--- config.mk ---
export PLATFORM = sky130hd
export DESIGN_NAME = fosr_status
export DESIGN_NICKNAME = d
export VERILOG_FILES = /design/src/design/fosr_pkg.sv /design/src/design/fosr_status.sv /design/src/design/fosr_timer.sv
export VERILOG_INCLUDE_DIRS = /design/src /design/src/design
export SDC_FILE = /design/constraint.sdc
export NUM_CORES = 1
export LEC_CHECK = 0
export BUFFER_PORTS_ARGS = -buffer_cell sky130_fd_sc_hd__buf_2
export CAP_MARGIN = 20
export CORE_MARGIN = 2
export CORE_UTILIZATION = 40
export CTS_CLUSTER_DIAMETER = 50
export DETAILED_ROUTE_END_ITERATION = 6
export HOLD_SLACK_MARGIN = 0.15
export PLACE_DENSITY = 0.64
export SLEW_MARGIN = 20
export SYNTH_ARGS = -nofsm -noshare
export SYNTH_HDL_FRONTEND = slang
export SYNTH_SLANG_ARGS = --single-unit
--- constraint.sdc ---
create_clock -name clk_i -period 3.09 [get_ports clk_i]
set_clock_uncertainty 0.2 [all_clocks]
set_input_delay 0.309 -clock clk_i [delete_from_list [all_inputs] [get_ports clk_i]]
set_output_delay 0.309 -clock clk_i [all_outputs]
set_load 0.05 [all_outputs]
--- src/design/fosr_defs.svh ---
/*
 * constants for the flash operation status reporting block: status bit
 * positions, widths and timing counts.
 * assumes a 125 MHz system clock; included by its bare name.
 */
// Function
// - program: poll bit is inverted bit 7
// - erase: poll bit zero, one when done
// - protected erase: poll zero about 100 us
// - entering erase suspend switches poll bit to one
// - program in suspend polls like normal program
// - each status read inverts read toggle bit
// - equal toggle reads mean done; array follows
// - read of suspended block sets read toggle
// - suspend or resume command toggles read toggle
// - failed program or erase sets failure flag
// - programming a zero bit to one fails
// - only read/reset command clears failure flag
// - failure flag zero while successful operation runs
// - erase window flag cleared after last erase command
// - window flag back to one after 96 us
// - reads during erase toggle suspend toggle bit
// - suspended block read or program toggles it
// - suspend program: programmed word reads bit two high
// - failed erase: faulty block reads keep toggling
// - status at programmed word or erased block
// - reads while busy return status bits
`ifndef FOSR_DEFS_SVH
`define FOSR_DEFS_SVH

`define FOSR_CLK_MHZ 125
`define FOSR_WIN_US 96
`define FOSR_HOLD_US 100
`define FOSR_WIN_CYC (`FOSR_WIN_US * `FOSR_CLK_MHZ)
`define FOSR_HOLD_CYC (`FOSR_HOLD_US * `FOSR_CLK_MHZ)
`define FOSR_CNT_W 14

`define FOSR_WORD_W 16
`define FOSR_ADDR_W 18
`define FOSR_BLK_W 4

`define FOSR_POLL_BIT 7
`define FOSR_TOG6_BIT 6
`define FOSR_FAIL_BIT 5
`define FOSR_WIN_BIT 3
`define FOSR_TOG2_BIT 2
`define FOSR_RSVD_MASK 16'hFF13

`endif

--- src/design/fosr_pkg.sv ---
/*
 * types of the flash operation status reporting block.
 * assumes fosr_defs.svh for widths.
 */
`include "fosr_defs.svh"

package fosr_pkg;

	typedef enum logic [2:0] {
		ST_IDLE,
		ST_WINDOW,
		ST_ERASE,
		ST_SUSP,
		ST_SUSP_PROG,
		ST_PROG,
		ST_PROT,
		ST_ERR
	} fosr_state_e;

	typedef struct packed {
		logic valid;
		logic [`FOSR_ADDR_W-1:0] word_addr;
		logic [`FOSR_BLK_W-1:0] block;
	} fosr_rd_s;

	typedef struct packed {
		logic prog_start;
		logic erase_arm;
		logic erase_prot;
		logic erase_done;
		logic prog_done;
		logic op_fail;
		logic suspend_cmd;
		logic resume_cmd;
		logic read_reset;
		logic [`FOSR_ADDR_W-1:0] prog_addr;
		logic [`FOSR_BLK_W-1:0] prog_block;
		logic [`FOSR_BLK_W-1:0] erase_block;
		logic [`FOSR_WORD_W-1:0] old_word;
		logic [`FOSR_WORD_W-1:0] new_word;
	} fosr_seq_s;

endpackage

--- src/design/fosr_status.sv ---
/*
 * status reporting of the erase/program engine: tracks the operation in
 * progress and answers cpu flash reads with the five status bits, or with array data when idle or off both the suspended block and the programmed word.
 * assumes the command sequencer gives one-cycle event pulses and the
 * array supplies read data in the cycle of the read.
 */
`timescale 1ns/1ns
`include "fosr_defs.svh"

module fosr_status #(
	parameter logic [`FOSR_CNT_W-1:0] WIN_CYC = `FOSR_CNT_W'(`FOSR_WIN_CYC),
	parameter logic [`FOSR_CNT_W-1:0] HOLD_CYC = `FOSR_CNT_W'(`FOSR_HOLD_CYC)
) (
	input wire logic clk_i,
	input wire logic reset_i,
	input wire fosr_pkg::fosr_rd_s rd_i,
	input wire logic [`FOSR_WORD_W-1:0] array_data_i,
	input wire fosr_pkg::fosr_seq_s seq_i,
	output logic [`FOSR_WORD_W-1:0] rd_data_o,
	output logic rd_valid_o,
	output logic status_sel_o,
	output logic busy_o,
	output logic erase_go_o
);

	fosr_pkg::fosr_state_e state_ff;
	fosr_pkg::fosr_state_e nxt_state;
	logic fail_ff;
	logic nxt_fail;
	logic tog6_ff;
	logic nxt_tog6;
	logic tog2_ff;
	logic nxt_tog2;
	logic bit7_ff;
	logic err_erase_ff;
	logic [`FOSR_ADDR_W-1:0] prog_addr_ff;
	logic [`FOSR_BLK_W-1:0] erase_blk_ff;
	logic [`FOSR_WORD_W-1:0] nxt_rd_data;
	logic [`FOSR_WORD_W-1:0] status_word;
	logic load_win;
	logic load_hold;
	logic tmr_expire;
	logic erase_go;

	// decode of the current operation
	wire in_idle = state_ff == fosr_pkg::ST_IDLE;
	wire in_window = state_ff == fosr_pkg::ST_WINDOW;
	wire in_erase = state_ff == fosr_pkg::ST_ERASE;
	wire in_susp = state_ff == fosr_pkg::ST_SUSP;
	wire in_sprog = state_ff == fosr_pkg::ST_SUSP_PROG;
	wire in_prog = state_ff == fosr_pkg::ST_PROG;
	wire in_err = state_ff == fosr_pkg::ST_ERR;
	wire any_susp = in_susp | in_sprog;

	// program accepted only from read mode or from erase suspend
	wire prog_ok = seq_i.prog_start & (in_idle | in_susp);
	wire bit_up = |(~seq_i.old_word & seq_i.new_word);
	wire arm_ok = seq_i.erase_arm & in_idle;
	wire prot_ok = seq_i.erase_prot & in_idle;

	// address matching
	wire blk_hit = rd_i.block == erase_blk_ff;
	wire word_hit = rd_i.word_addr == prog_addr_ff;
	wire susp_blk_rd = rd_i.valid & any_susp & blk_hit;
	wire sprog_word_rd = in_sprog & word_hit;
	wire fault_rd = rd_i.valid & in_err & err_erase_ff & blk_hit;
	wire prog_into_susp = prog_ok & in_susp &
		(seq_i.prog_block == erase_blk_ff);

	// status selection: suspend lets other blocks read the array
	wire sel_busy = ~in_idle & ~any_susp;
	wire sel_susp = in_susp & blk_hit;
	wire sel_sprog = in_sprog & (blk_hit | word_hit);
	wire stat_sel = sel_busy | sel_susp | sel_sprog;
	wire stat_rd = rd_i.valid & stat_sel;

	// command events that flip the read toggle bit
	wire cmd_tog = (in_erase & seq_i.suspend_cmd) |
		(in_susp & seq_i.resume_cmd);

	// completion poll bit per operation
	wire poll_bit = (in_prog | in_sprog) ? ~bit7_ff :
		in_susp;
	wire tog6_bit = susp_blk_rd | tog6_ff;
	wire win_bit = ~in_window;
	wire tog2_bit = sprog_word_rd | tog2_ff;
	wire tog2_flip = (stat_rd & (in_window | in_erase)) |
		(susp_blk_rd & ~sprog_word_rd) | prog_into_susp |
		fault_rd;

	always_comb begin
		status_word = '0;
		status_word[`FOSR_POLL_BIT] = poll_bit;
		status_word[`FOSR_TOG6_BIT] = tog6_bit;
		status_word[`FOSR_FAIL_BIT] = fail_ff;
		status_word[`FOSR_WIN_BIT] = win_bit;
		status_word[`FOSR_TOG2_BIT] = tog2_bit;
	end

	// array data in read mode and for reads outside the suspended block or programmed word
	assign nxt_rd_data = stat_sel ? status_word : array_data_i;

	// failure flag: a new failure wins over read/reset
	assign nxt_fail = seq_i.op_fail | (prog_ok & bit_up) |
		(fail_ff & ~seq_i.read_reset);

	assign nxt_tog6 = (stat_rd & susp_blk_rd) ? 1'b1 :
		tog6_ff ^ (stat_rd ^ cmd_tog);
	assign nxt_tog2 = tog2_ff ^ tog2_flip;

	always_comb begin
		nxt_state = state_ff;
		load_win = 1'b0;
		load_hold = 1'b0;
		erase_go = 1'b0;
		unique case (state_ff)
			fosr_pkg::ST_IDLE: begin
				if (prog_ok) begin
					nxt_state = bit_up ? fosr_pkg::ST_ERR :
						fosr_pkg::ST_PROG;
				end else if (prot_ok) begin
					nxt_state = fosr_pkg::ST_PROT;
					load_hold = 1'b1;
				end else if (arm_ok) begin
					nxt_state = fosr_pkg::ST_WINDOW;
					load_win = 1'b1;
				end
			end
			fosr_pkg::ST_WINDOW: begin
				if (tmr_expire) begin
					nxt_state = fosr_pkg::ST_ERASE;
					erase_go = 1'b1;
				end
			end
			fosr_pkg::ST_ERASE: begin
				if (seq_i.op_fail) begin
					nxt_state = fosr_pkg::ST_ERR;
				end else if (seq_i.erase_done) begin
					nxt_state = fosr_pkg::ST_IDLE;
				end else if (seq_i.suspend_cmd) begin
					nxt_state = fosr_pkg::ST_SUSP;
				end
			end
			fosr_pkg::ST_SUSP: begin
				if (seq_i.resume_cmd) begin
					nxt_state = fosr_pkg::ST_ERASE;
				end else if (prog_ok) begin
					nxt_state = fosr_pkg::ST_SUSP_PROG;
				end
			end
			fosr_pkg::ST_SUSP_PROG: begin
				if (seq_i.prog_done | seq_i.op_fail) begin
					nxt_state = fosr_pkg::ST_SUSP;
				end
			end
			fosr_pkg::ST_PROG: begin
				if (seq_i.op_fail) begin
					nxt_state = fosr_pkg::ST_ERR;
				end else if (seq_i.prog_done) begin
					nxt_state = fosr_pkg::ST_IDLE;
				end
			end
			fosr_pkg::ST_PROT: begin
				if (tmr_expire) begin
					nxt_state = fosr_pkg::ST_IDLE;
				end
			end
			fosr_pkg::ST_ERR: begin
				if (seq_i.read_reset) begin
					nxt_state = fosr_pkg::ST_IDLE;
				end
			end
		endcase
	end

	fosr_timer u_timer (
		.clk_i(clk_i),
		.reset_i(reset_i),
		.load_i(load_win | load_hold),
		.value_i(load_win ? WIN_CYC : HOLD_CYC),
		.expire_o(tmr_expire)
	);

	always_ff @(posedge clk_i or posedge reset_i) begin
		if (reset_i) begin
			state_ff <= fosr_pkg::ST_IDLE;
			fail_ff <= 1'b0;
			tog6_ff <= 1'b0;
			tog2_ff <= 1'b0;
		end else begin
			state_ff <= nxt_state;
			fail_ff <= nxt_fail;
			tog6_ff <= nxt_tog6;
			tog2_ff <= nxt_tog2;
		end
	end

	// operation context captured when an operation is accepted
	always_ff @(posedge clk_i or posedge reset_i) begin
		if (reset_i) begin
			bit7_ff <= 1'b0;
			prog_addr_ff <= '0;
			erase_blk_ff <= '0;
			err_erase_ff <= 1'b0;
		end else begin
			if (prog_ok) begin
				bit7_ff <= seq_i.new_word[`FOSR_POLL_BIT];
				prog_addr_ff <= seq_i.prog_addr;
			end
			if (arm_ok) begin
				erase_blk_ff <= seq_i.erase_block;
			end
			if (in_erase & seq_i.op_fail) begin
				err_erase_ff <= 1'b1;
			end else if (in_idle) begin
				err_erase_ff <= 1'b0;
			end
		end
	end

	always_ff @(posedge clk_i or posedge reset_i) begin
		if (reset_i) begin
			rd_data_o <= '0;
			rd_valid_o <= 1'b0;
			status_sel_o <= 1'b0;
			busy_o <= 1'b0;
			erase_go_o <= 1'b0;
		end else begin
			rd_data_o <= rd_i.valid ? nxt_rd_data : rd_data_o;
			rd_valid_o <= rd_i.valid;
			status_sel_o <= stat_rd;
			busy_o <= nxt_state != fosr_pkg::ST_IDLE;
			erase_go_o <= erase_go;
		end
	end

	property p_prog_poll;
		@(posedge clk_i) disable iff (reset_i)
		(rd_i.valid && in_prog) |=> rd_data_o[`FOSR_POLL_BIT] == ~bit7_ff;
	endproperty
	a_prog_poll: assert property (p_prog_poll)
		else $error("poll bit not inverted bit 7 during program");

	property p_erase_poll;
		@(posedge clk_i) disable iff (reset_i)
		(rd_i.valid && (in_erase || in_window)) |=>
			!rd_data_o[`FOSR_POLL_BIT] && status_sel_o;
	endproperty
	a_erase_poll: assert property (p_erase_poll)
		else $error("poll bit not zero during erase");

	property p_susp_read;
		@(posedge clk_i) disable iff (reset_i)
		(in_susp && rd_i.valid && blk_hit) |=>
			rd_data_o[`FOSR_POLL_BIT] && rd_data_o[`FOSR_TOG6_BIT];
	endproperty
	a_susp_read: assert property (p_susp_read)
		else $error("suspended block read lacks poll or toggle one");

	property p_tog6_flip;
		@(posedge clk_i) disable iff (reset_i)
		(rd_i.valid && in_prog) ##1 (!rd_i.valid && in_prog) ##1
			(rd_i.valid && in_prog) |=>
			rd_data_o[`FOSR_TOG6_BIT] !=
			$past(rd_data_o[`FOSR_TOG6_BIT], 2);
	endproperty
	a_tog6_flip: assert property (p_tog6_flip)
		else $error("read toggle bit did not flip between reads");

	property p_fail_set;
		@(posedge clk_i) disable iff (reset_i)
		seq_i.op_fail |=> fail_ff;
	endproperty
	a_fail_set: assert property (p_fail_set)
		else $error("failure flag not set after failed operation");

	property p_fail_hold;
		@(posedge clk_i) disable iff (reset_i)
		(fail_ff && !seq_i.read_reset) |=> fail_ff;
	endproperty
	a_fail_hold: assert property (p_fail_hold)
		else $error("failure flag cleared without read/reset");

	property p_win_flag;
		@(posedge clk_i) disable iff (reset_i)
		arm_ok |=> in_window ##0 (!erase_go_o)[*2];
	endproperty
	a_win_flag: assert property (p_win_flag)
		else $error("erase window not entered after last erase command");

	// cycles since the last erase command, for the window length checks
	logic [`FOSR_CNT_W:0] win_age_ff;
	always_ff @(posedge clk_i or posedge reset_i) begin
		if (reset_i) begin
			win_age_ff <= '0;
		end else if (arm_ok) begin
			win_age_ff <= {{`FOSR_CNT_W{1'b0}}, 1'b1};
		end else if (in_window) begin
			win_age_ff <= win_age_ff + 1'b1;
		end
	end

	property p_win_len;
		@(posedge clk_i) disable iff (reset_i)
		erase_go_o |-> win_age_ff == {1'b0, WIN_CYC} + 1'b1;
	endproperty
	a_win_len: assert property (p_win_len)
		else $error("erase did not start after the acceptance window");

	property p_win_max;
		@(posedge clk_i) disable iff (reset_i)
		in_window |-> win_age_ff <= {1'b0, WIN_CYC};
	endproperty
	a_win_max: assert property (p_win_max)
		else $error("erase window outlasted its time-out");

	property p_cmd_tog;
		@(posedge clk_i) disable iff (reset_i)
		(((in_erase && seq_i.suspend_cmd) || (in_susp && seq_i.resume_cmd))
			&& !rd_i.valid) |=> tog6_ff != $past(tog6_ff);
	endproperty
	a_cmd_tog: assert property (p_cmd_tog)
		else $error("read toggle bit did not flip on suspend or resume");

	property p_reserved;
		@(posedge clk_i) disable iff (reset_i)
		(rd_valid_o && status_sel_o) |->
			(rd_data_o & `FOSR_RSVD_MASK) == '0;
	endproperty
	a_reserved: assert property (p_reserved)
		else $error("reserved status bits not zero");

endmodule // fosr_status

--- src/design/fosr_timer.sv ---
/*
 * down counter for the erase window and protected-erase hold times.
 * assumes load_i is a one-cycle pulse; expire_o pulses once per load.
 */
`timescale 1ns/1ns
`include "fosr_defs.svh"

module fosr_timer (
	input wire logic clk_i,
	input wire logic reset_i,
	input wire logic load_i,
	input wire logic [`FOSR_CNT_W-1:0] value_i,
	output logic expire_o
);

	logic [`FOSR_CNT_W-1:0] count_ff;
	logic [`FOSR_CNT_W-1:0] nxt_count;
	logic running;

	assign running = count_ff != '0;
	assign expire_o = count_ff == `FOSR_CNT_W'(1);
	assign nxt_count = load_i ? value_i :
		running ? count_ff - `FOSR_CNT_W'(1) : count_ff;

	always_ff @(posedge clk_i or posedge reset_i) begin
		if (reset_i) begin
			count_ff <= '0;
		end else begin
			count_ff <= nxt_count;
		end
	end

endmodule // fosr_timer
After elaboration in Yosys (flattened, before gate mapping)
Index checks and enable logic that the tools add are counted.
- output and inout bits: 20
- register bits after elaboration: 64
- eq/ne operators: 11
- reduce and logical (&&, ||, !) cells: 6
- multiplexer cells: 33
- add/subtract/negate cells: 1
- bitwise logic cells: 51
- operator list (kind ; count):
    two-way mux 3 bit ; 14
    two-way mux 14 bit ; 2
    one-hot mux 3 bit (8 select lines) ; 1
    AND 1 bit ; 23
    == test 18 bit ; 1
    bitwise OR 1 bit ; 17
    AND 16 bit ; 1
    two-way mux 16 bit ; 1
    NOT 16 bit ; 1
    OR reduction 16 bit ; 1
    == test 14 x 1 -> 1 bit, second input constant ; 1
    nonzero test 14 bit ; 1
    subtractor 14 x 1 -> 14 bit, second input constant ; 1
    two-way mux 1 bit ; 13
    two-way mux 13 bit ; 1
    == test 3 bit, second input constant ; 4
    == test 4 bit ; 2
    == test 3 x 2 -> 1 bit, second input constant ; 2
    NOT 1 bit ; 6
    nonzero test 2 bit ; 2
    == test 3 x 1 -> 1 bit, second input constant ; 1
    logical NOT 3 bit ; 1
    nonzero test 3 bit ; 1
    XOR 1 bit ; 3
    two-way mux 2 bit ; 1

Depth between registers and ports, before layout
Gate-level depths: netlist of the first run.
- depth after elaboration: 12
- mapped depth: 8
- mapped depth without buffers: 6

By module
From an unflattened synthesis of the first run, not the netlist that was laid out.
- cells, all modules: 345
- area, all modules: 3577.2 sq um
- by module, submodules not included (module ; area an instance (sq um) ; seq. area each (sq um) ; cells an instance ; instances):
    fosr_status ; 2668.8 ; 1251.2 ; 246 ; 1
    fosr_timer ; 908.4 ; 350.3 ; 99 ; 1

Least setup slack after synthesis of the first run
No wires, ideal clock.
- kind: register to register
- start point: register u_timer.count_ff[10]
- end point: register busy_o
- path buffers: 0
- slack: 0.908 ns
- clock period less this slack: 2.182 ns
- cell stages (with the launch flop): 7
- arrival: 1.850 ns
- path through: dfrtp_1 > or4_4 > nor3_4 > nand3_2 > o2111ai_2 > a22oi_2 > or3_1
- word-level cells in the longest chain between the ends: 4
- elaborated cells between the ends (all ways): 5
- those cells by class: eq/ne: 1; mux: 3; reduce/logical: 1
- ends and longest elaborated chain (what ; line ; RTL):
    start: declaration ; fosr_timer.sv:16 ; logic [`FOSR_CNT_W-1:0] count_ff;
    start signal: assignment ; fosr_timer.sv:29 ; count_ff <= nxt_count;
    == test 14 x 1 -> 1 bit * ; fosr_timer.sv:21 ; assign expire_o = count_ff == `FOSR_CNT_W'(1);
    two-way mux 3 bit, on equally long branches ; fosr_status.sv:164, fosr_status.sv:130 ;
    one-hot mux 3 bit (8 select lines) * ; fosr_status.sv:116 ; unique case (state_ff)
    net nxt_state[2] ; fosr_status.sv:27 ; fosr_pkg::fosr_state_e nxt_state;
    nonzero test 3 bit * ; fosr_status.sv:232 ; busy_o <= nxt_state != fosr_pkg::ST_IDLE;
    end signal: assignment ; fosr_status.sv:232 ;
    end: declaration ; fosr_status.sv:22 ; output logic busy_o,
Mark *: on every way through the listed nets, which the timed path passes. The rest lies on a longest branch.
A chain may end at the register's enable or synchronous reset.

Worst setup path in the final report of the first run
- start point: register state_ff[2]
- end point: register rd_data_o[7]
- word-level cells in the longest chain between the ends: 7
- elaborated cells between the ends (all ways): 15
- those cells by class: eq/ne: 3; mux: 2; bitwise: 9; reduce/logical: 1
- ends and longest elaborated chain (what ; line ; RTL):
    start: declaration ; fosr_status.sv:26 ; fosr_pkg::fosr_state_e state_ff;
    start signal: assignment ; fosr_status.sv:186 ; state_ff <= fosr_pkg::ST_IDLE;
    start signal: assignment ; fosr_status.sv:191 ; state_ff <= nxt_state;
    == test 3 x 2 -> 1 bit or == test 3 bit (tied branches) ; fosr_status.sv:49, fosr_status.sv:50 ;
    bitwise OR 1 bit ; fosr_status.sv:53 ; wire any_susp = in_susp | in_sprog;
    NOT 1 bit ; fosr_status.sv:71 ; wire sel_busy = ~in_idle & ~any_susp;
    AND 1 bit ; fosr_status.sv:71 ;
    bitwise OR 1 bit (2 in a row) ; fosr_status.sv:74 ; wire stat_sel = sel_busy | sel_susp | sel_sprog;
    two-way mux 16 bit * ; fosr_status.sv:101 ; assign nxt_rd_data = stat_sel ? status_word : array_data_i;
    end signal: assignment ; fosr_status.sv:229 ; rd_data_o <= rd_i.valid ? nxt_rd_data : rd_data_o;
    end: declaration ; fosr_status.sv:19 ; output logic [`FOSR_WORD_W-1:0] rd_data_o,
Mark *: on every way between the ends. The rest lies on a longest branch, timed or not.

==> run_results.csv, run 1 <==
group,metric,value,unit
status,status,"finished, final reports clean",
clock_network,path_clk_slew,0.08,ns
worst_setup_path,critical_path_required,3.09,ns
grt,grt_use_total,19.52,%
drt,firstDrtPassIters,4,
worst_setup_path,crit_fanout,15,
drt,routed_wl,8980,um
clock_network,cts_buffer_depth,2,
yosys,synth_top_area_share,46.13,%
floorplan,die_area,0.009441,sq mm
placed_design,dp_hpwl,6472,um
finish,regArea,0.001602,sq mm
yosys,ys_seq_area_share,46.13,%
power_and_ir_drop,leakage,2.288,nW
drt,drcViolationCount,0,
clock_network,numClockSinks,64,
floorplan,core,0.008299,sq mm
drt,vias,3108,
yosys,ys_types,58,
yosys,yosys.area.top_type,"dfrtp_1",
hold_path,hp-class,"in -> reg",
floorplan,die_x,97.17,um
sta,slew_viol_final,0,
finish,multi_input_area,0.001750,sq mm
sta,post-route-period-util,83.73,%
worst_setup_path,path_class,"reg -> reg",
sta,tns,0,ns
clock_network,htree_levels,3,
yosys,synthTopCellsByArea,"dfrtp_1, xor2_1, mux2_2",
finish,nFillCells,714,
grt,antenna_found_initial,1,
placed_design,place_congestion,0.8641,
grt,grt_pass1_vias,3125,
drt,ant_nets,0,
finish,fin_nets,625,
floorplan,die_h,97.17,um
power_and_ir_drop,p_per_area,856.0,mW/mm^2
clock_network,cts_resized,0,
finish,syn_to_final_growth,40.32,%
clock_network,clk_latency,0.34,ns
clock_network,cts_setup_buffers,0,
yosys,ys_ff_latch,64,
grt,grt_max_degree,65,
yosys,yosysWarningCount,0,
worst_setup_path,cp.arrival,2.58,ns
sta,grt_setup_unrepaired,"no",
worst_setup_path,worst_setup_path_start_kind,"flop",
sta,period_needed,2.587,ns
floorplan,ioPinCount,128,
drt,wl_per_cell,14.41,um
placed_design,place.port_buffers,127,
drt,vias_per_cell,4.989,
power_and_ir_drop,vdd_drop_max,399.4,uV
yosys,synth_area,0.003472,sq mm
yosys,syn-num-nets,449,
sta,slew_headroom,45.26,%
floorplan,start_util,41.84,%
finish,antennaDiodeCount,0,
grt,grt_overflow,0,
clock_network,clock_tree.root_cell,"clkbuf_8",
sta,setup_viol,0,
sta,holdWs,0.1754,ns
yosys,avgSynthCellArea,10.27,sq um
finish,drive_gt1_share,36.29,%
drt,detail_route.iter0.violations,164,
clock_network,hold_buffers,45,
sta,max_freq,0.3865,GHz
clock_network,cts_inserted_buffers,9,
floorplan,rows,33,
yosys,synth_cells,338,
sta,worst_pin_slew,0.8211,ns
run,maxCapViolations,0,
grt,grt_pass1_wl,14950,um
sta,hold_viol_final,0,
worst_setup_path,critPathCaptureType,"flop",
clock_network,cts_tree,"done",
==> area by class of cell <==
cell class,count,area share [%]
Clock inverter,6,1.438
Clock buffer,9,2.542
Tap cell,105,2.696
Multi-Input combinational cell,244,35.93
Timing Repair Buffer,178,23.22
Inverter,17,1.310
Sequential cell,64,32.87
==> cell usage in the layout, fill, tap and decap left out, types with 5 or more instances in the layout <==
master and count:
mux2_2 23, nor2b_1 9, inv_1 15, nand2b_1 5
o2bb2ai_1 11, dlygate4sd3_1 45, xor2_1 33, o21ai_0 9
nor2_1 21, buf_2 127, nand2_1 32, a21oi_1 14
xnor2_1 7, clkbuf_8 9, mux2i_1 6, dfrtp_1 64
buf_4 6, nor4_1 6, nand3_1 6
==> cells by family after synthesis <==
logic type	Yosys count	synth area share [%]
AOI/OAI and AO/OA	64	13.30
xor gates and xnor gates	40	10.09
adders and majority gates	3	1.081
buffers and inverters	30	3.604
DFF	64	46.13
muxes	29	9.189
and+or+nand+nor	108	16.61
==> cell usage after synthesis (all sizes together) <==
library cell,count
nand4b,1
o2111ai,2
o221ai,1
o2bb2ai,11
and2,3
nor3b,2
nand3,7
o211ai,2
mux2i,6
or4,2
nor2,22
xor2,33
o22ai,3
nor3,5
a2111oi,1
clkbuf,8
a21oi,15
buf,5
nand3b,4
inv,17
a22oi,2
nand2b,5
o32a,1
nor4,7
a32oi,1
ha,3
or2,2
a21boi,1
nand4,1
dfrtp,64
a31oi,4
o21ai,12
a211oi,2
o31ai,1
o41ai,2
nor2b,9
nand2,32
o21a,3
or3b,2
and3,2
xnor2,7
mux2,23
or3,2
==> per-layer routing <==
layer / up-vias / part of all wire, % / GRT usage (%)
met5: - / 0.14 / 0
met4: 2 / 2.0 / 7.151
met3: 18 / 6.4 / 5.827
met2: 117 / 46 / 31.04
met1: 1441 / 45 / 25.23
li1: 1530 / - / -
==> worst max-delay path, cell delays in order (launching register included) <==
cell     delay, ns
dfrtp_1       0.54
or3b_4        0.44
nor4_2        0.29
nand3_1       0.20
o21ai_4       0.43
mux2i_1       0.26
o21ai_1       0.07
==> metrics by stage <==
| step | std cells | utilization, % | area [sq um] | power [mW] | setup WS (ns) |
|---|---|---|---|---|---|
| 2_1_floorplan | 338 | - | 3472 | 2.952 | 0.9084 |
| 3_3_place_gp | 563 | 50.94 | 4228 | 3.367 | 0.6765 |
| 3_5_place_dp | 563 | 50.94 | 4228 | 3.417 | 0.5464 |
| 4_1_cts | 623 | 58.71 | 4872 | 4.195 | 0.5077 |
| 5_1_grt | 623 | 58.71 | 4872 | 4.470 | 0.3301 |
| 6_report | 623 | 58.71 | 4872 | 4.171 | 0.5027 |
==> path summary, 6_finish.rpt <==
path                                       start                          endpoint  slack [ns]  cells past startpoint
setup / recovery           state_ff[2]$_DFF_PP0_          rd_data_o[7]$_DFFE_PP0P_        0.50                      6
hold / removal                         seq_i[65]  u_timer.count_ff[11]$_DFFE_PP0P_        0.18                      3
setup reg to reg           state_ff[2]$_DFF_PP0_          rd_data_o[7]$_DFFE_PP0P_        0.50                      6
hold reg to reg                tog2_ff$_DFF_PP0_                 tog2_ff$_DFF_PP0_        0.28                      1
max in group asynchronous                reset_i            status_sel_o$_DFF_PP0_        1.60                      4
min in group asynchronous                reset_i       erase_blk_ff[0]$_DFFE_PP0P_        0.55                      4
==> where the power goes <==
group	leakage (nW)	total, mW	switching, mW	internal (mW)
Combinational	1.44	1.93	1.09	0.844
Clock	0.0879	0.722	0.350	0.372
Sequential	0.764	1.52	0.302	1.22
==> flip-flops by register name (all words and copies together) (netlist names) <==
register / cells
tog2_ff: 1
bit7_ff: 1
rd_data_o: 16
tog6_ff: 1
u_timer.count_ff: 14
rd_valid_o: 1
err_erase_ff: 1
erase_blk_ff: 4
prog_addr_ff: 18
erase_go_o: 1
fail_ff: 1
state_ff: 3
busy_o: 1
status_sel_o: 1
No activity file was read; power rests on OpenSTA's default activity.
==> run 2: changes to the inputs <==
==> constraint.sdc (replaced) <==
create_clock -name clk_i -period 2.5 [get_ports clk_i]
set_clock_uncertainty 0.2 [all_clocks]
set_input_delay 0.25 -clock clk_i [delete_from_list [all_inputs] [get_ports clk_i]]
set_output_delay 0.25 -clock clk_i [all_outputs]
set_load 0.05 [all_outputs]
==> run 2 against run 1 <==
Net effect:
- first-iteration DRC count decreased by 30%
- register-to-register slack got worse by 0.33 ns
- clock power up 17%
- critical path type unchanged
- via count increased by 1.5%
==> run_results.csv, run 2 (synthesis gave the netlist of run 1 again) <==
group,metric,value,unit
status,status,"finished, final reports clean",
placed_design,dp_hpwl,6337,um
worst_setup_path,critical_path_required,2.57,ns
finish,regMostFlops,"prog_addr_ff",
finish,fin_nets,643,
worst_setup_path,crit_fanout,8,
worst_setup_path,path_class,"reg -> reg",
grt,grt_use_total,20.06,%
drt,drcViolationCount,0,
clock_network,cts_setup_buffers,0,
sta,holdWs,0.2353,ns
clock_network,htree_levels,3,
grt,grt_overflow,0,
sta,setup_viol,0,
worst_setup_path,cp.arrival,2.40,ns
sta,max_freq,0.4297,GHz
finish,final_cell_mix,"buf_2, dfrtp_1, dlygate4sd3_1",
clock_network,cts_tree,"done",
drt,detail_route.iter0.violations,115,
power_and_ir_drop,vdd_drop_max,462.3,uV
sta,post-route-period-util,93.08,%
finish,syn_to_final_growth,45.55,%
floorplan,start_util,41.84,%
finish,drive_gt1_share,36.31,%
floorplan,die_area,0.009441,sq mm
grt,grt_pass1_vias,3272,
floorplan,die_x,97.17,um
power_and_ir_drop,p_per_area,1026,mW/mm^2
sta,tns,0,ns
floorplan,core,0.008299,sq mm
grt,antenna_found_initial,1,
clock_network,clock_tree.root_cell,"clkbuf_8",
floorplan,ioPinCount,128,
sta,hold_viol_final,0,
finish,antennaDiodeCount,0,
clock_network,cts_inserted_buffers,9,
worst_setup_path,critPathCaptureType,"flop",
clock_network,path_clk_slew,0.08,ns
grt,grt_max_degree,65,
drt,vias,3156,
finish,reg_top3,"prog_addr_ff (18), rd_data_o (16), u_timer.count_ff (14)",
sta,period_needed,2.327,ns
sta,worst_pin_slew,0.5515,ns
drt,wl_per_cell,14.25,um
hold_path,hp-class,"in -> reg",
drt,vias_per_cell,4.916,
power_and_ir_drop,leakage,2.359,nW
run,maxCapViolations,0,
sta,grt_setup_unrepaired,"no",
grt,grt_pass1_wl,15270,um
clock_network,numClockSinks,64,
drt,ant_nets,0,
placed_design,place.port_buffers,127,
floorplan,die_h,97.17,um
worst_setup_path,worst_setup_path_start_kind,"flop",
placed_design,place_congestion,0.8181,
clock_network,cts_buffer_depth,2,
sta,slew_headroom,62.95,%
clock_network,clk_latency,0.35,ns
sta,slew_viol_final,0,
drt,routed_wl,9147,um
drt,firstDrtPassIters,4,
finish,largest_reg_flops,18,
floorplan,rows,33,
power_and_ir_drop,totalPowerFinal,5.187,mW
finish,final_common_cell,"buf_2",
-- run 2: layer usage --
| layer | global-route usage (%) | part of all wire (%) | up-vias |
|---|---|---|---|
| li1 | - | - | 1575 |
| met1 | 25.00 | 44 | 1454 |
| met2 | 32.91 | 48 | 106 |
| met3 | 4.892 | 5.8 | 19 |
| met4 | 9.209 | 2.5 | 2 |
| met5 | 0 | 0.14 | - |
-- run 2: final cells by class --
class                   instances  area [sq um]
fillers                       693          3246
multi-input cells             244          1758
flip-flops and latches         64          1602
repair buffers                196          1311
clock buffers                  10         137.6
well taps                     105         131.4
inverters                      17         63.81
clock inverters                 6         50.05
-- run 2: repair_timing --
action / CTS / global route
endpoints found under the setup margin: 0 / 1
hold endpoints to repair: 119 / 0
resized for setup: 0 / 1
hold buffers: 58 / 0
-- run 2: path summary, 6_finish.rpt --
| check | startpoint | end | slack (ns) | cells after the start |
|---|---|---|---|---|
| max in group asynchronous | reset_i | rd_data_o[1]$_DFFE_PP0P_ | 1.53 | 4 |
| min in group asynchronous | reset_i | prog_addr_ff[15]$_DFFE_PP0P_ | 0.31 | 4 |
| worst min-delay path | seq_i[60] | state_ff[0]$_DFF_PP0_ | 0.24 | 6 |
| worst max-delay path | state_ff[1]$_DFF_PP0_ | tog6_ff$_DFF_PP0_ | 0.17 | 6 |
| worst max register to register | state_ff[1]$_DFF_PP0_ | tog6_ff$_DFF_PP0_ | 0.17 | 6 |
| worst min register to register | tog2_ff$_DFF_PP0_ | tog2_ff$_DFF_PP0_ | 0.28 | 1 |
-- run 2: through the flow --
stage / cells / setup WS, ns / cell area [sq um] / util [%]
after floorplan: 338 / 0.3184 / 3472 / -
after global placement: 568 / 0.2277 / 4278 / 51.55
after detailed placement: 568 / 0.1350 / 4278 / 51.55
after CTS: 642 / 0.1130 / 5046 / 60.80
after global routing: 642 / 0.06147 / 5054 / 60.89
final: 642 / 0.1729 / 5054 / 60.89
-- run 2: power by group --
| part | switching (mW) | internal (mW) |
|---|---|---|
| registers | 0.340 | 1.50 |
| clock network | 0.449 | 0.398 |
| logic | 1.39 | 1.11 |
| total | 2.18 | 3.01 |
-- run 2: critical path: stages (launching register included) --
cell and delay, ns:
dfrtp_1 0.48, or3b_4 0.46, nor4_2 0.27, nand3_1 0.17, or2_4 0.28, a21oi_2 0.18, mux2i_1 0.22
==> run 3: changes to the inputs <==
--- a/config.mk
+++ b/config.mk
@@ -14,6 +14,7 @@
 export DETAILED_ROUTE_END_ITERATION = 6
 export HOLD_SLACK_MARGIN = 0.15
 export PLACE_DENSITY = 0.64
+export REMOVE_ABC_BUFFERS = 1
 export SLEW_MARGIN = 20
 export SYNTH_ARGS = -nofsm -noshare
 export SYNTH_HDL_FRONTEND = slang
==> run 3 against run 2 <==
Net effect:
- utilization fell by 0.66 points
- routed wire length fell by 4.9%
- via count fell by 2.0%
- flip-flop and latch count did not move
- highest routed layer is now met4
- count of clock-buffer cells in the layout did not move
- combinational power barely moved
- total power rose by 2.9%
- non-clock buffer count fell by 10
- largest cell class unchanged
==> run_results.csv, run 3 (synthesis gave the netlist of run 1 again) <==
group,metric,value,unit
status,status,"finished, final reports clean",
grt,grt_pass1_wl,14770,um
worst_setup_path,critPathCaptureType,"flop",
run,maxCapViolations,0,
finish,reg_top3,"prog_addr_ff (18), rd_data_o (16), u_timer.count_ff (14)",
finish,final_cell_mix,"buf_2, dfrtp_1, dlygate4sd3_1",
worst_setup_path,cpPeakStageDelay,0.55,ns
grt,grt_max_degree,39,
drt,drcViolationCount,0,
floorplan,ioPinCount,128,
worst_setup_path,critical_path_required,2.52,ns
grt,antenna_found_initial,0,
worst_setup_path,cp_top_family,"buffers and inverters",
power_and_ir_drop,switching_share,39.92,%
finish,antennaDiodeCount,0,
floorplan,die_area,0.009441,sq mm
power_and_ir_drop,p_int,3.207,mW
sta,setup_viol,0,
drt,detail_route.iter0.violations,64,
finish,fin_cells,632,
placed_design,dp.cells,569,
floorplan,die_x,97.17,um
floorplan,core,0.008299,sq mm
grt,grt_pass1_vias,3187,
clock_network,path_clk_slew,0.08,ns
clock_network,clk_latency,0.34,ns
worst_setup_path,critical_path.cell_chain,"dlygate4sd3_1, buf_2, nor2b_1, a21oi_1, o221ai_1, o41ai_1, buf_4, nand3_1, dlygate4sd3_1",
sta,hold_viol_final,0,
finish,nFillCells,699,
placed_design,dp_hpwl,6487,um
power_and_ir_drop,combPwrFrac,46.2,%
sta,post-route-period-util,94.86,%
finish,syn_to_final_growth,43.96,%
drt,wl_per_cell,13.77,um
sta,period_needed,2.372,ns
drt,routed_wl,8702,um
drt,firstDrtPassIters,4,
drt,vias,3093,
clock_network,cts_tree,"done",
sta,slew_headroom,60.76,%
finish,regMostFlops,"prog_addr_ff",
power_and_ir_drop,p_per_area,1068,mW/mm^2
worst_setup_path,path_class,"in -> reg",
floorplan,start_util,41.84,%
worst_setup_path,slowest_stage,"dlygate4sd3_1",
sta,slew_viol_final,0,
sta,max_freq,0.4217,GHz
finish,fin_nets,633,
drt,vias_per_cell,4.894,
power_and_ir_drop,vdd_drop_max,564.6,uV
worst_setup_path,critPathMostFrequentCell,"dlygate4sd3_1",
drt,ant_nets,0,
sta,grt_setup_unrepaired,"no",
worst_setup_path,critPathBufInv,4,
finish,final_common_cell,"buf_2",
grt,grt_use_total,19.16,%
grt,grt_overflow,0,
placed_design,place_congestion,0.8274,
worst_setup_path,worst_setup_path_start_kind,"primary input",
power_and_ir_drop,switching_power,2.130,mW
hold_path,hp-class,"in -> reg",
power_and_ir_drop,seqPwrFrac,34.9,%
clock_network,cts_setup_buffers,0,
power_and_ir_drop,pwr-share-clk,18.9,%
finish,drive_gt1_share,37.00,%
sta,tns,0,ns
clock_network,numClockSinks,64,
placed_design,place.port_buffers,127,
finish,post-route-util,60.23,%
worst_setup_path,crit_fanout,2,
clock_network,cts_buffer_depth,2,
clock_network,htree_levels,3,
power_and_ir_drop,leakage,2.353,nW
worst_setup_path,cp.arrival,2.39,ns
floorplan,die_h,97.17,um
finish,largest_reg_flops,18,
floorplan,rows,33,
clock_network,clock_tree.root_cell,"clkbuf_8",
sta,worst_pin_slew,0.5841,ns
clock_network,cts_inserted_buffers,9,
run 3: stage by stage:
step | cell area (sq um) | hold WS (ns) | power (mW) | setup WS, ns
after CTS | 4999 | 0.2089 | 5.383 | 0.1253
after global placement | 4298 | 0.1482 | 4.232 | 0.2318
after detailed placement | 4298 | 0.1539 | 4.302 | 0.1693
after global routing | 4999 | 0.2595 | 5.697 | 0.002295
after floorplan | 3411 | 0.08143 | 3.584 | -0.7564
final | 4999 | 0.2250 | 5.337 | 0.1285
run 3: power groups by stage:
stage | registers (mW) | logic, mW | clock network [mW]
floorplan | 2.27 | 1.31 | 0
global placement | 1.86 | 2.37 | 0
detailed placement | 1.89 | 2.42 | 0
CTS | 1.87 | 2.49 | 1.03
global route | 1.93 | 2.69 | 1.07
finish | 1.86 | 2.47 | 1.01
run 3: cell type report:
class	count	area [sq um]	share of cell area [%]
Timing Repair Buffer	186	1221	24.43
Multi-Input combinational cell	244	1750	35.02
Inverter	17	63.81	1.277
Tap cell	105	131.4	2.628
Sequential cell	64	1602	32.04
Clock buffer	10	137.6	2.753
Clock inverter	6	92.59	1.852
run 3: what timing repair did:
item,CTS,global route
endpoints found under the hold margin,79,0
hold buffers,47,0
gates resized for setup,0,0
run 3: worst reg2reg max path: cells and delay by family, from the launching register on:
| kind | cells | cell delay (ns) |
|---|---|---|
| and+or+nand+nor | 4 | 1.33 |
| xor gates and xnor gates | 1 | 0.16 |
| AOI/OAI and AO/OA | 1 | 0.08 |
| DFF | 1 | 0.41 |
run 3: path summary, 6_finish.rpt:
| check | startpoint | to | slack (ns) | cells past startpoint |
|---|---|---|---|---|
| min | seq_i[63] | state_ff[0]$_DFF_PP0_ | 0.22 | 6 |
| max reg2reg | u_timer.count_ff[10]$_DFFE_PP0P_ | u_timer.count_ff[11]$_DFFE_PP0P_ | 0.18 | 6 |
| min in group asynchronous | reset_i | prog_addr_ff[16]$_DFFE_PP0P_ | 0.32 | 3 |
| min reg2reg | tog2_ff$_DFF_PP0_ | tog2_ff$_DFF_PP0_ | 0.27 | 1 |
| max in group asynchronous | reset_i | rd_data_o[6]$_DFFE_PP0P_ | 1.16 | 4 |
| max | seq_i[7] | fail_ff$_DFF_PP0_ | 0.13 | 9 |
run 3: metal layers:
layer | global-route usage [%] | share of wire, % | up-vias
met5 | 0 | 0 | -
met2 | 34.35 | 51 | 80
met1 | 23.76 | 45 | 1457
met4 | 5.417 | 1.2 | 0
li1 | - | - | 1547
met3 | 3.165 | 3.6 | 9
